**src/rtl/wakeup_cfg.svh**
```systemverilog
/*
 * Register map, field positions, reset values and source masks of the wake-up unit.
 * Assumes inclusion by bare name from the package and the unit's top module.
 */
`ifndef WAKEUP_CFG_SVH
`define WAKEUP_CFG_SVH

// Register byte offsets on the AHB-Lite bus
`define OFS_PIN_ENABLE   8'h00
`define OFS_PIN_POLARITY 8'h04
`define OFS_MOD_ENABLE   8'h08
`define OFS_PIN_FLAGS    8'h0C
`define OFS_MOD_FLAGS    8'h10
`define OFS_STATUS       8'h14
`define OFS_CONTROL      8'h18
`define OFS_IRQ_STATUS   8'h1C
`define OFS_IRQ_MASK     8'h20

// Source layout
`define PIN_COUNT        32
`define MOD_COUNT        8
`define PIN_VALID_MASK   32'h1C00_FFFF
`define PIN_USB_DATA     32'h1800_0000
`define MOD_VALID_MASK   8'hA3

// Control fields
`define CTL_NMI_EN_BIT   0
`define CTL_ACK_BIT      1

// Status fields
`define STS_ARMED_BIT    0
`define STS_HOLD_BIT     1
`define STS_NMI_ARM_BIT  2
`define STS_USB_HOST_BIT 3
`define STS_SENT_BIT     4
`define STS_STOP_BIT     5
`define STS_RET_BIT      6

// Interrupt events
`define IRQ_COUNT        3
`define IRQ_WAKE_BIT     0
`define IRQ_NMI_BIT      1
`define IRQ_DONE_BIT     2

// Reset values
`define RST_PIN_ENABLE   32'h0000_0000
`define RST_PIN_POLARITY 32'h0000_0000
`define RST_MOD_ENABLE   8'h00
`define RST_IRQ_MASK     3'h0

`endif

```
**src/rtl/wakeup_pkg.sv**
```systemverilog
/*
 * Types shared by the wake-up unit and its bench.
 * Assumes the constants header sits beside it.
 */
package wakeup_pkg;
`include "wakeup_cfg.svh"

   typedef enum logic [1:0] {
      ST_IDLE,
      ST_ARMED_RET,
      ST_ARMED_VLL,
      ST_VLL_HOLD
   } wake_state_t;

   typedef logic [`PIN_COUNT-1:0] pin_vec_t;
   typedef logic [`MOD_COUNT-1:0] mod_vec_t;
   typedef logic [`IRQ_COUNT-1:0] irq_vec_t;

endpackage : wakeup_pkg

```
**src/rtl/irq_sticky.sv**
```systemverilog
/*
 * Sticky event bits with write-one-to-clear and a mask onto one level interrupt.
 * Assumes set and clear are single-cycle pulses on hclk.
 */
`timescale 1ns/100ps

module irq_sticky #(
   parameter int WIDTH = 3
) (
   // Clock and reset
   input  wire logic             hclk,
   input  wire logic             hresetn,
   // Events and software
   input  wire logic [WIDTH-1:0] set_in,
   input  wire logic [WIDTH-1:0] clear_in,
   input  wire logic [WIDTH-1:0] mask_in,
   // Results
   output logic      [WIDTH-1:0] status_reg,
   output logic                  irq
);

   for (genvar i = 0; i < WIDTH; i++) begin : g_bit
      // Set wins over a clear in the same cycle
      always_ff @(posedge hclk or negedge hresetn) begin
         if (!hresetn) begin
            status_reg[i] <= 1'b0;
         end else if (set_in[i]) begin
            status_reg[i] <= 1'b1;
         end else if (clear_in[i]) begin
            status_reg[i] <= 1'b0;
         end
      end
   end

   assign irq = |(status_reg & mask_in);

endmodule : irq_sticky

```
**src/rtl/low_leakage_wakeup_unit.sv**
```systemverilog
/*
 * Wake-up unit for the low-leakage stop modes: watches wake pins and module flags,
 * raises one wake request to the power mode controller, registers over AHB-Lite.
 * Assumes the power mode controller drives stop_active and stop_is_retention on hclk
 * and that hclk keeps running while the unit is armed.
 */
// Function
// RULE_01 - Detection runs only once a retention or very-low-leakage stop mode is entered.
// RULE_02 - Leaving the retention stop mode disables the unit at once with no software step.
// RULE_03 - After a very-low-leakage stop the unit keeps detecting until software acknowledges.
// RULE_04 - There are 32 wake pins: 0-15 device pins, 26 USB supply, 27-28 USB data, rest unused.
// RULE_05 - There are 8 module inputs: 0 low-power timer, 1 comparator, 5 RTC alarm, 7 seconds.
// RULE_06 - The two USB data wake pins count only while the chip runs as a USB host.
// RULE_07 - Software enables the source peripheral and its interrupt before using its flag.
// RULE_08 - A per-module enable bit gates each module flag onto the wake path.
// RULE_09 - Module flags are never cleared here; only their own peripheral clears them.
// RULE_10 - An NMI pin enabled at stop entry raises an NMI on exit unless flash disables it.
// RULE_11 - Software keeps this unit's interrupt unmasked in the interrupt controller.
// RULE_12 - Any enabled active source while armed raises one wake request.
`timescale 1ns/100ps
`include "wakeup_cfg.svh"

module low_leakage_wakeup_unit (
   // Clock and reset
   input  wire logic                 hclk,
   input  wire logic                 hresetn,
   // AHB-Lite slave
   input  wire logic                 hsel,
   input  wire logic [31:0]          haddr,
   input  wire logic [1:0]           htrans,
   input  wire logic                 hwrite,
   input  wire logic [2:0]           hsize,
   input  wire logic [31:0]          hwdata,
   input  wire logic                 hready,
   output logic      [31:0]          hrdata,
   output logic                      hreadyout,
   output logic                      hresp,
   // Power mode controller
   input  wire logic                 stop_active,
   input  wire logic                 stop_is_retention,
   output logic                      wake_request,
   // Wake sources
   input  wire wakeup_pkg::pin_vec_t wake_pin_input,
   input  wire wakeup_pkg::mod_vec_t module_wake_flag,
   input  wire logic                 usb_host_mode,
   // Non-maskable interrupt pin
   input  wire logic                 nmi_pin,
   input  wire logic                 nmi_pin_disable,
   output logic                      nmi_request,
   // Interrupt
   output logic                      irq
);
   import wakeup_pkg::*;

   ////////////////////////////////////////////////////////////////////////////////
   // Declarations

   wake_state_t state_reg;
   wake_state_t state_next;

   pin_vec_t    pin_enable_reg;
   pin_vec_t    pin_polarity_reg;
   mod_vec_t    module_wake_enable_reg;
   pin_vec_t    pin_flags_reg;
   logic        nmi_enable_reg;
   irq_vec_t    irq_mask_reg;
   irq_vec_t    irq_status;

   logic        wr_pend_reg;
   logic        rd_pend_reg;
   logic [7:0]  addr_reg;
   logic [31:0] hrdata_reg;
   logic [31:0] rd_mux;
   logic        accept;

   pin_vec_t    pin_sync_level;
   logic        nmi_sync_level;
   pin_vec_t    pin_usable;
   pin_vec_t    pin_active;
   mod_vec_t    module_active;
   logic        detecting;
   logic        armed;
   logic        any_source;

   logic        wake_sent_reg;
   logic        wake_request_reg;
   logic        nmi_armed_reg;
   logic        nmi_seen_reg;
   logic        nmi_request_reg;

   logic        wr_pin_flags;
   logic        wr_control;
   logic        wr_irq_status;
   logic        ack_pulse;
   logic        exit_pulse;
   logic        enter_pulse;
   irq_vec_t    irq_set;
   irq_vec_t    irq_clear;
   logic [31:0] status_word;

   ////////////////////////////////////////////////////////////////////////////////
   // Synchronisers for pin levels

   pin_sync #(
      .WIDTH (`PIN_COUNT)
   ) u_pin_sync (
      .hclk     (hclk),
      .hresetn  (hresetn),
      .async_in (wake_pin_input),
      .sync_out (pin_sync_level)
   );

   pin_sync #(
      .WIDTH (1)
   ) u_nmi_sync (
      .hclk     (hclk),
      .hresetn  (hresetn),
      .async_in (nmi_pin),
      .sync_out (nmi_sync_level)
   );

   ////////////////////////////////////////////////////////////////////////////////
   // AHB-Lite slave: reads take one wait state, writes none

   assign accept    = hsel & htrans[1] & hready;
   assign hreadyout = ~rd_pend_reg;
   assign hresp     = 1'b0;
   assign hrdata    = hrdata_reg;

   always_ff @(posedge hclk or negedge hresetn) begin
      if (!hresetn) begin
         wr_pend_reg <= 1'b0;
         rd_pend_reg <= 1'b0;
         addr_reg    <= 8'h00;
      end else begin
         wr_pend_reg <= accept & hwrite;
         rd_pend_reg <= accept & ~hwrite;
         if (accept) begin
            addr_reg <= (haddr[31:8] == 24'h00_0000) ? haddr[7:0] : 8'hFF;
         end
      end
   end

   assign wr_pin_flags  = wr_pend_reg && (addr_reg == `OFS_PIN_FLAGS);
   assign wr_control    = wr_pend_reg && (addr_reg == `OFS_CONTROL);
   assign wr_irq_status = wr_pend_reg && (addr_reg == `OFS_IRQ_STATUS);
   assign ack_pulse     = wr_control && hwdata[`CTL_ACK_BIT];

   always_ff @(posedge hclk or negedge hresetn) begin
      if (!hresetn) begin
         pin_enable_reg         <= `RST_PIN_ENABLE;
         pin_polarity_reg       <= `RST_PIN_POLARITY;
         module_wake_enable_reg <= `RST_MOD_ENABLE;
         irq_mask_reg           <= `RST_IRQ_MASK;
         nmi_enable_reg         <= 1'b0;
      end else if (wr_pend_reg) begin
         case (addr_reg)
            `OFS_PIN_ENABLE: begin
               pin_enable_reg <= hwdata & `PIN_VALID_MASK;
            end
            `OFS_PIN_POLARITY: begin
               pin_polarity_reg <= hwdata & `PIN_VALID_MASK;
            end
            `OFS_MOD_ENABLE: begin
               module_wake_enable_reg <= hwdata[`MOD_COUNT-1:0] & `MOD_VALID_MASK;
            end
            `OFS_IRQ_MASK: begin
               irq_mask_reg <= hwdata[`IRQ_COUNT-1:0];
            end
            `OFS_CONTROL: begin
               nmi_enable_reg <= hwdata[`CTL_NMI_EN_BIT];
            end
            default: begin
            end
         endcase
      end
   end

   always_comb begin
      status_word                    = 32'h0000_0000;
      status_word[`STS_ARMED_BIT]    = armed;
      status_word[`STS_HOLD_BIT]     = (state_reg == ST_VLL_HOLD);
      status_word[`STS_NMI_ARM_BIT]  = nmi_armed_reg;
      status_word[`STS_USB_HOST_BIT] = usb_host_mode;
      status_word[`STS_SENT_BIT]     = wake_sent_reg;
      status_word[`STS_STOP_BIT]     = stop_active;
      status_word[`STS_RET_BIT]      = (state_reg == ST_ARMED_RET);
   end

   always_comb begin
      case (addr_reg)
         `OFS_PIN_ENABLE:   rd_mux = pin_enable_reg;
         `OFS_PIN_POLARITY: rd_mux = pin_polarity_reg;
         `OFS_MOD_ENABLE:   rd_mux = {24'h00_0000, module_wake_enable_reg};
         `OFS_PIN_FLAGS:    rd_mux = pin_flags_reg;
         `OFS_MOD_FLAGS:    rd_mux = {24'h00_0000, module_active};
         `OFS_STATUS:       rd_mux = status_word;
         `OFS_CONTROL:      rd_mux = {31'h0000_0000, nmi_enable_reg};
         `OFS_IRQ_STATUS:   rd_mux = {29'h0000_0000, irq_status};
         `OFS_IRQ_MASK:     rd_mux = {29'h0000_0000, irq_mask_reg};
         default:           rd_mux = 32'h0000_0000;
      endcase
   end

   // Read data is sampled in the wait state, after any write just ahead of it
   always_ff @(posedge hclk or negedge hresetn) begin
      if (!hresetn) begin
         hrdata_reg <= 32'h0000_0000;
      end else if (rd_pend_reg) begin
         hrdata_reg <= rd_mux;
      end
   end

   ////////////////////////////////////////////////////////////////////////////////
   // Mode tracking

   assign armed       = (state_reg == ST_ARMED_RET) || (state_reg == ST_ARMED_VLL);
   assign detecting   = armed || (state_reg == ST_VLL_HOLD);  // RULE_01
   assign enter_pulse = (state_reg == ST_IDLE) && (state_next != ST_IDLE);
   assign exit_pulse  = armed && !stop_active;

   always_comb begin
      state_next = state_reg;
      case (state_reg)
         ST_IDLE: begin
            if (stop_active) begin
               state_next = stop_is_retention ? ST_ARMED_RET : ST_ARMED_VLL;  // RULE_01
            end
         end
         ST_ARMED_RET: begin
            if (!stop_active) begin
               state_next = ST_IDLE;  // RULE_02
            end
         end
         ST_ARMED_VLL: begin
            if (!stop_active) begin
               state_next = ST_VLL_HOLD;  // RULE_03
            end
         end
         ST_VLL_HOLD: begin
            if (ack_pulse) begin
               state_next = ST_IDLE;  // RULE_03
            end
         end
         default: begin
            state_next = ST_IDLE;
         end
      endcase
   end

   always_ff @(posedge hclk or negedge hresetn) begin
      if (!hresetn) begin
         state_reg <= ST_IDLE;
      end else begin
         state_reg <= state_next;
      end
   end

   ////////////////////////////////////////////////////////////////////////////////
   // Source qualification

   // USB data lines only in host mode, unused pins never
   assign pin_usable = `PIN_VALID_MASK
                       & ~(usb_host_mode ? 32'h0000_0000 : `PIN_USB_DATA);  // RULE_04 RULE_06

   assign pin_active    = (pin_sync_level ^ pin_polarity_reg) & pin_enable_reg & pin_usable;
   // Flags pass live; the peripheral owns their clearing
   assign module_active = module_wake_flag & module_wake_enable_reg
                          & `MOD_VALID_MASK;  // RULE_05 RULE_08 RULE_09
   assign any_source    = |pin_active || |module_active;

   // Pin flags: set wins over a write-one clear
   always_ff @(posedge hclk or negedge hresetn) begin
      if (!hresetn) begin
         pin_flags_reg <= 32'h0000_0000;
      end else begin
         pin_flags_reg <= (pin_flags_reg & ~(wr_pin_flags ? hwdata : 32'h0000_0000))
                          | (detecting ? pin_active : 32'h0000_0000);  // RULE_03
      end
   end

   ////////////////////////////////////////////////////////////////////////////////
   // Wake request: one pulse per stop entry

   always_ff @(posedge hclk or negedge hresetn) begin
      if (!hresetn) begin
         wake_sent_reg    <= 1'b0;
         wake_request_reg <= 1'b0;
      end else begin
         wake_request_reg <= armed && any_source && !wake_sent_reg;  // RULE_12
         if (enter_pulse) begin
            wake_sent_reg <= 1'b0;
         end else if (armed && any_source) begin
            wake_sent_reg <= 1'b1;  // RULE_12
         end
      end
   end

   assign wake_request = wake_request_reg;

   ////////////////////////////////////////////////////////////////////////////////
   // NMI pin: enable latched at entry, request on exit

   always_ff @(posedge hclk or negedge hresetn) begin
      if (!hresetn) begin
         nmi_armed_reg   <= 1'b0;
         nmi_seen_reg    <= 1'b0;
         nmi_request_reg <= 1'b0;
      end else begin
         if (enter_pulse) begin
            nmi_armed_reg <= nmi_enable_reg && !nmi_pin_disable;  // RULE_10
         end else if (state_reg == ST_IDLE) begin
            nmi_armed_reg <= 1'b0;
         end
         if (enter_pulse) begin
            nmi_seen_reg <= 1'b0;
         end else if (armed && nmi_armed_reg && nmi_sync_level) begin
            nmi_seen_reg <= 1'b1;
         end
         nmi_request_reg <= exit_pulse && nmi_armed_reg
                            && (nmi_seen_reg || nmi_sync_level);  // RULE_10
      end
   end

   assign nmi_request = nmi_request_reg;

   ////////////////////////////////////////////////////////////////////////////////
   // Interrupt events

   always_comb begin
      irq_set                = '0;
      irq_set[`IRQ_WAKE_BIT] = wake_request_reg;
      irq_set[`IRQ_NMI_BIT]  = nmi_request_reg;
      irq_set[`IRQ_DONE_BIT] = (state_reg != ST_IDLE) && (state_next == ST_IDLE);
   end

   assign irq_clear = wr_irq_status ? hwdata[`IRQ_COUNT-1:0] : '0;

   irq_sticky #(
      .WIDTH (`IRQ_COUNT)
   ) u_irq (
      .hclk       (hclk),
      .hresetn    (hresetn),
      .set_in     (irq_set),
      .clear_in   (irq_clear),
      .mask_in    (irq_mask_reg),
      .status_reg (irq_status),
      .irq        (irq)
   );

   // hsize is accepted but only whole-word transfers are supported
   logic unused_hsize;
   assign unused_hsize = |hsize;

endmodule : low_leakage_wakeup_unit

```
**src/rtl/pin_sync.sv**
```systemverilog
/*
 * Two-stage synchroniser for a group of asynchronous levels.
 * Assumes the inputs are quasi-static against hclk.
 */
`timescale 1ns/100ps

module pin_sync #(
   parameter int WIDTH = 32
) (
   // Clock and reset
   input  wire logic             hclk,
   input  wire logic             hresetn,
   // Levels
   input  wire logic [WIDTH-1:0] async_in,
   output logic      [WIDTH-1:0] sync_out
);

   logic [WIDTH-1:0] meta_reg;

   for (genvar i = 0; i < WIDTH; i++) begin : g_bit
      always_ff @(posedge hclk or negedge hresetn) begin
         if (!hresetn) begin
            meta_reg[i] <= 1'b0;
            sync_out[i] <= 1'b0;
         end else begin
            meta_reg[i] <= async_in[i];
            sync_out[i] <= meta_reg[i];
         end
      end
   end

endmodule : pin_sync

```
**config.mk**
```make
export PLATFORM = sky130hd
export DESIGN_NAME = low_leakage_wakeup_unit
export DESIGN_NICKNAME = d
export VERILOG_FILES = /design/src/rtl/wakeup_pkg.sv /design/src/rtl/irq_sticky.sv /design/src/rtl/low_leakage_wakeup_unit.sv /design/src/rtl/pin_sync.sv
export VERILOG_INCLUDE_DIRS = /design/src /design/src/rtl
export SDC_FILE = /design/constraint.sdc
export NUM_CORES = 1
export LEC_CHECK = 0
export ABC_CLOCK_PERIOD_IN_PS = 3200
export BUFFER_PORTS_ARGS = -buffer_cell sky130_fd_sc_hd__buf_2
export CAP_MARGIN = 5
export CORE_MARGIN = 5
export CORE_UTILIZATION = 58
export CTS_CLUSTER_DIAMETER = 60
export DETAILED_ROUTE_END_ITERATION = 10
export GPL_TIMING_DRIVEN = 0
export PLACE_DENSITY = 0.88
export REMOVE_ABC_BUFFERS = 1
export SLEW_MARGIN = 40
export SYNTH_ARGS = -nofsm -noshare
export SYNTH_HDL_FRONTEND = slang
export SYNTH_SLANG_ARGS = --single-unit
```
**constraint.sdc**
```tcl
create_clock -name hclk -period 3.2 [get_ports hclk]
set_input_delay 0.32 -clock hclk [delete_from_list [all_inputs] [get_ports hclk]]
set_output_delay 0.32 -clock hclk [all_outputs]
set_load 0.005 [all_outputs]
```
==> reports/results.tsv <==
metric	value	unit
post_drt_wl_per_cell	20.1	um
drtIter0Drc	447	
internal-power	3.84	mW
endpoint_kind	flop	
drcViolationCount	0	
pwr-share-seq	46.4	%
cts_tree	built	
syn_area_per_cell	12.7	um2
portBuffers	133	
p_switching	1.24	mW
synth.area.top_cells	dfrtp_1, mux2_2, xor2_1, nand2_1, a32o_1	
pwr-share-clk	42.3	%
seq_area_frac_synth	60.8	%
startpoint_type	flop	
fin_util	72.9	%
drive_above_1_share	32.2	%
overflow	0	
viasPerCell	6.02	
yosysMostFrequentCell	dfrtp_1	
r2r_start	addr_reg[2]$_DFFE_PN0P_	
clkSlewWorstSetupHoldPaths	0.06	ns
cts_setup_buffers	0	
wl	17300	um
start_util	58.7	%
clock_latency	0.42	ns
cts_sinks	170	
fin_nets	826	
n_antenna_cell	0	
synthFlopType	dfrtp_1	
core_area	11900	um2
netlist-cell-type-count	56	
hp-class	input pin to flop	
grt_pass1_vias	5578	
final_max_slew_viol_count	0	
antenna_left	0	
path_max_fanout	20	
cp-startpoint	addr_reg[2]$_DFFE_PN0P_	
drv_cap	0	
ys_seq_elements	170	
grt_pass1_wl	28600	um
crit_type	flop to flop	
synth_cells	552	
synthArstFlopShare	100	%
hpwlAfterDp	11700	um
swShare	24.5	%
skew	0.00689	ns
combPwrFrac	11.4	%
layout-area-overhead-vs-synth	24.1	%
syn_area	7000	um2
status	completed	
htreeDepth	4	
row_count	40	
gp_congestion	0.911	
fillers	835	
dr_total_vias	5183	
die_width	120	um
synth_commonest_cells	dfrtp_1, mux2_2, nand2_1	
vdd_drop_max	0.000606	V
leakagePower	3.88	nW
crit_required	3.50	ns
rsz0062_at_grt	false	
crit_arrival	3.27	ns
dpl-instance-area	7820	um2
slew_headroom	51.2	%
hp-start	hwrite	
final_area	8680	um2
setup_viol	0	
grt_max_degree	66	
cts-buffers-inserted	17	
ios	156	
synth_edf_count	0	
grt_use_total	25.6	%
synth_top_area_share	60.8	%
fp.dieH	120	um
fmax	337	MHz
power_density	586	nW/um2
yosys.area.top_type	dfrtp_1	
period_share	92.8	%
worst_slew_pin_slew	0.732	ns
cts_root_buffer	clkbuf_16	
finalCriticalPeriod	2.97	ns
finalHoldViolCount	0	
firstDrtPassIters	8	
antenna_found_initial	0	
die_area	14400	um2
yosys_warnings	0	
cts_buffer_depth	2	
[cell type report]
type                    instances  area, um2  share of cell area [%]
flip-flops and latches        170       4260                    49.0
multi-input cells             332       2530                    29.2
repair buffers                160       1000                    11.5
clock buffers                  20        457                    5.26
well taps                     147        184                    2.12
clock inverters                11        170                    1.96
inverters                      21       78.8                   0.908
[path summary, 6_finish.rpt]
path | to | slack [ns] | cells past startpoint
worst max-delay path | pin_flags_reg[13]$_DFF_PN0_ | 0.23 | 7
worst min-delay path | rd_pend_reg$_DFF_PN0_ | 0.06 | 2
worst max register to register | pin_flags_reg[13]$_DFF_PN0_ | 0.23 | 7
worst min register to register | u_pin_sync.sync_out[8]$_DFF_PN0_ | 0.35 | 0
max in group asynchronous | rd_pend_reg$_DFF_PN0_ | 2.09 | 3
min in group asynchronous | state_reg[0]$_DFF_PN0_ | 0.41 | 2
[metrics by stage]
step	hold slack, ns	power [mW]	setup TNS (ns)	std cells	setup slack, ns
after floorplan	0.0244	2.65	0	523	0.165
after global placement	0.331	2.90	-136.84	803	-1.26
after detailed placement	0.275	2.94	0	808	0.0196
after CTS	0.0397	5.12	0	860	0.00160
after global routing	0.0612	5.29	0	861	0.0611
final	0.0623	5.09	0	861	0.229
[cell families (layout without fill, tap and decap cells)]
| family | count (synthesis) | after routing | synth area share [%] |
|---|---|---|---|
| AOI/OAI and AO/OA | 133 | 133 | 14.4 |
| xor gates and xnor gates | 19 | 19 | 2.38 |
| adders and majority gates | 5 | 5 | 0.894 |
| buffers and inverters | 50 | 212 | 3.13 |
| DFF | 170 | 170 | 60.8 |
| muxes | 55 | 55 | 9.23 |
| other | 1 | 1 | 0.0536 |
| and+or+nand+nor | 119 | 119 | 9.07 |
[critical path, cell delays in order (launching register included)]
cell and delay (ns):
dfrtp_1 0.77, or3b_1 0.58, nor3_4 0.41, buf_6 0.21, and2_2 0.34, buf_16 0.21
nand2_1 0.09, a32o_1 0.23
[power by group through the flow]
stage	Combinational, mW	Sequential, mW	Clock [mW]
global placement	0.517	2.38	0
detailed placement	0.552	2.39	0
finish	0.578	2.36	2.15
floorplan	0.283	2.37	0
global route	0.634	2.37	2.29
CTS	0.578	2.36	2.19
[layer usage]
layer	global-route usage [%]	part of all wire (%)	vias up
met1	31.9	40	2579
met5	0	0	-
li1	-	-	2338
met3	7.49	6.9	45
met2	41.9	50	221
met4	11.3	3.2	0
[cell usage in the layout (no fill, tap or decap), types with 6 or more instances in the layout]
master           n
nor3_1           7
nand4_1          6
nor2_1          18
buf_2          132
clkbuf_16       17
mux2i_1          6
mux2_2          46
a32o_1          13
a22oi_1         17
inv_1           21
nor4_1           7
xor2_1          19
dlygate4sd3_1   21
a21oi_1          9
dfrtp_1        169
clkinvlp_4       6
o2bb2ai_1       12
a31oi_1          8
a21boi_0        13
nand2_1         37
o21ai_0         19
o22a_1           8
nand3_1         17
[repair_timing]
| action | CTS | global route |
|---|---|---|
| endpoints found under the setup margin | 19 | 0 |
| hold buffers | 21 | 0 |
| gates resized for setup | 0 | 0 |
| hold endpoints to repair | 74 | 0 |
Power figures use the tool's default switching activity.
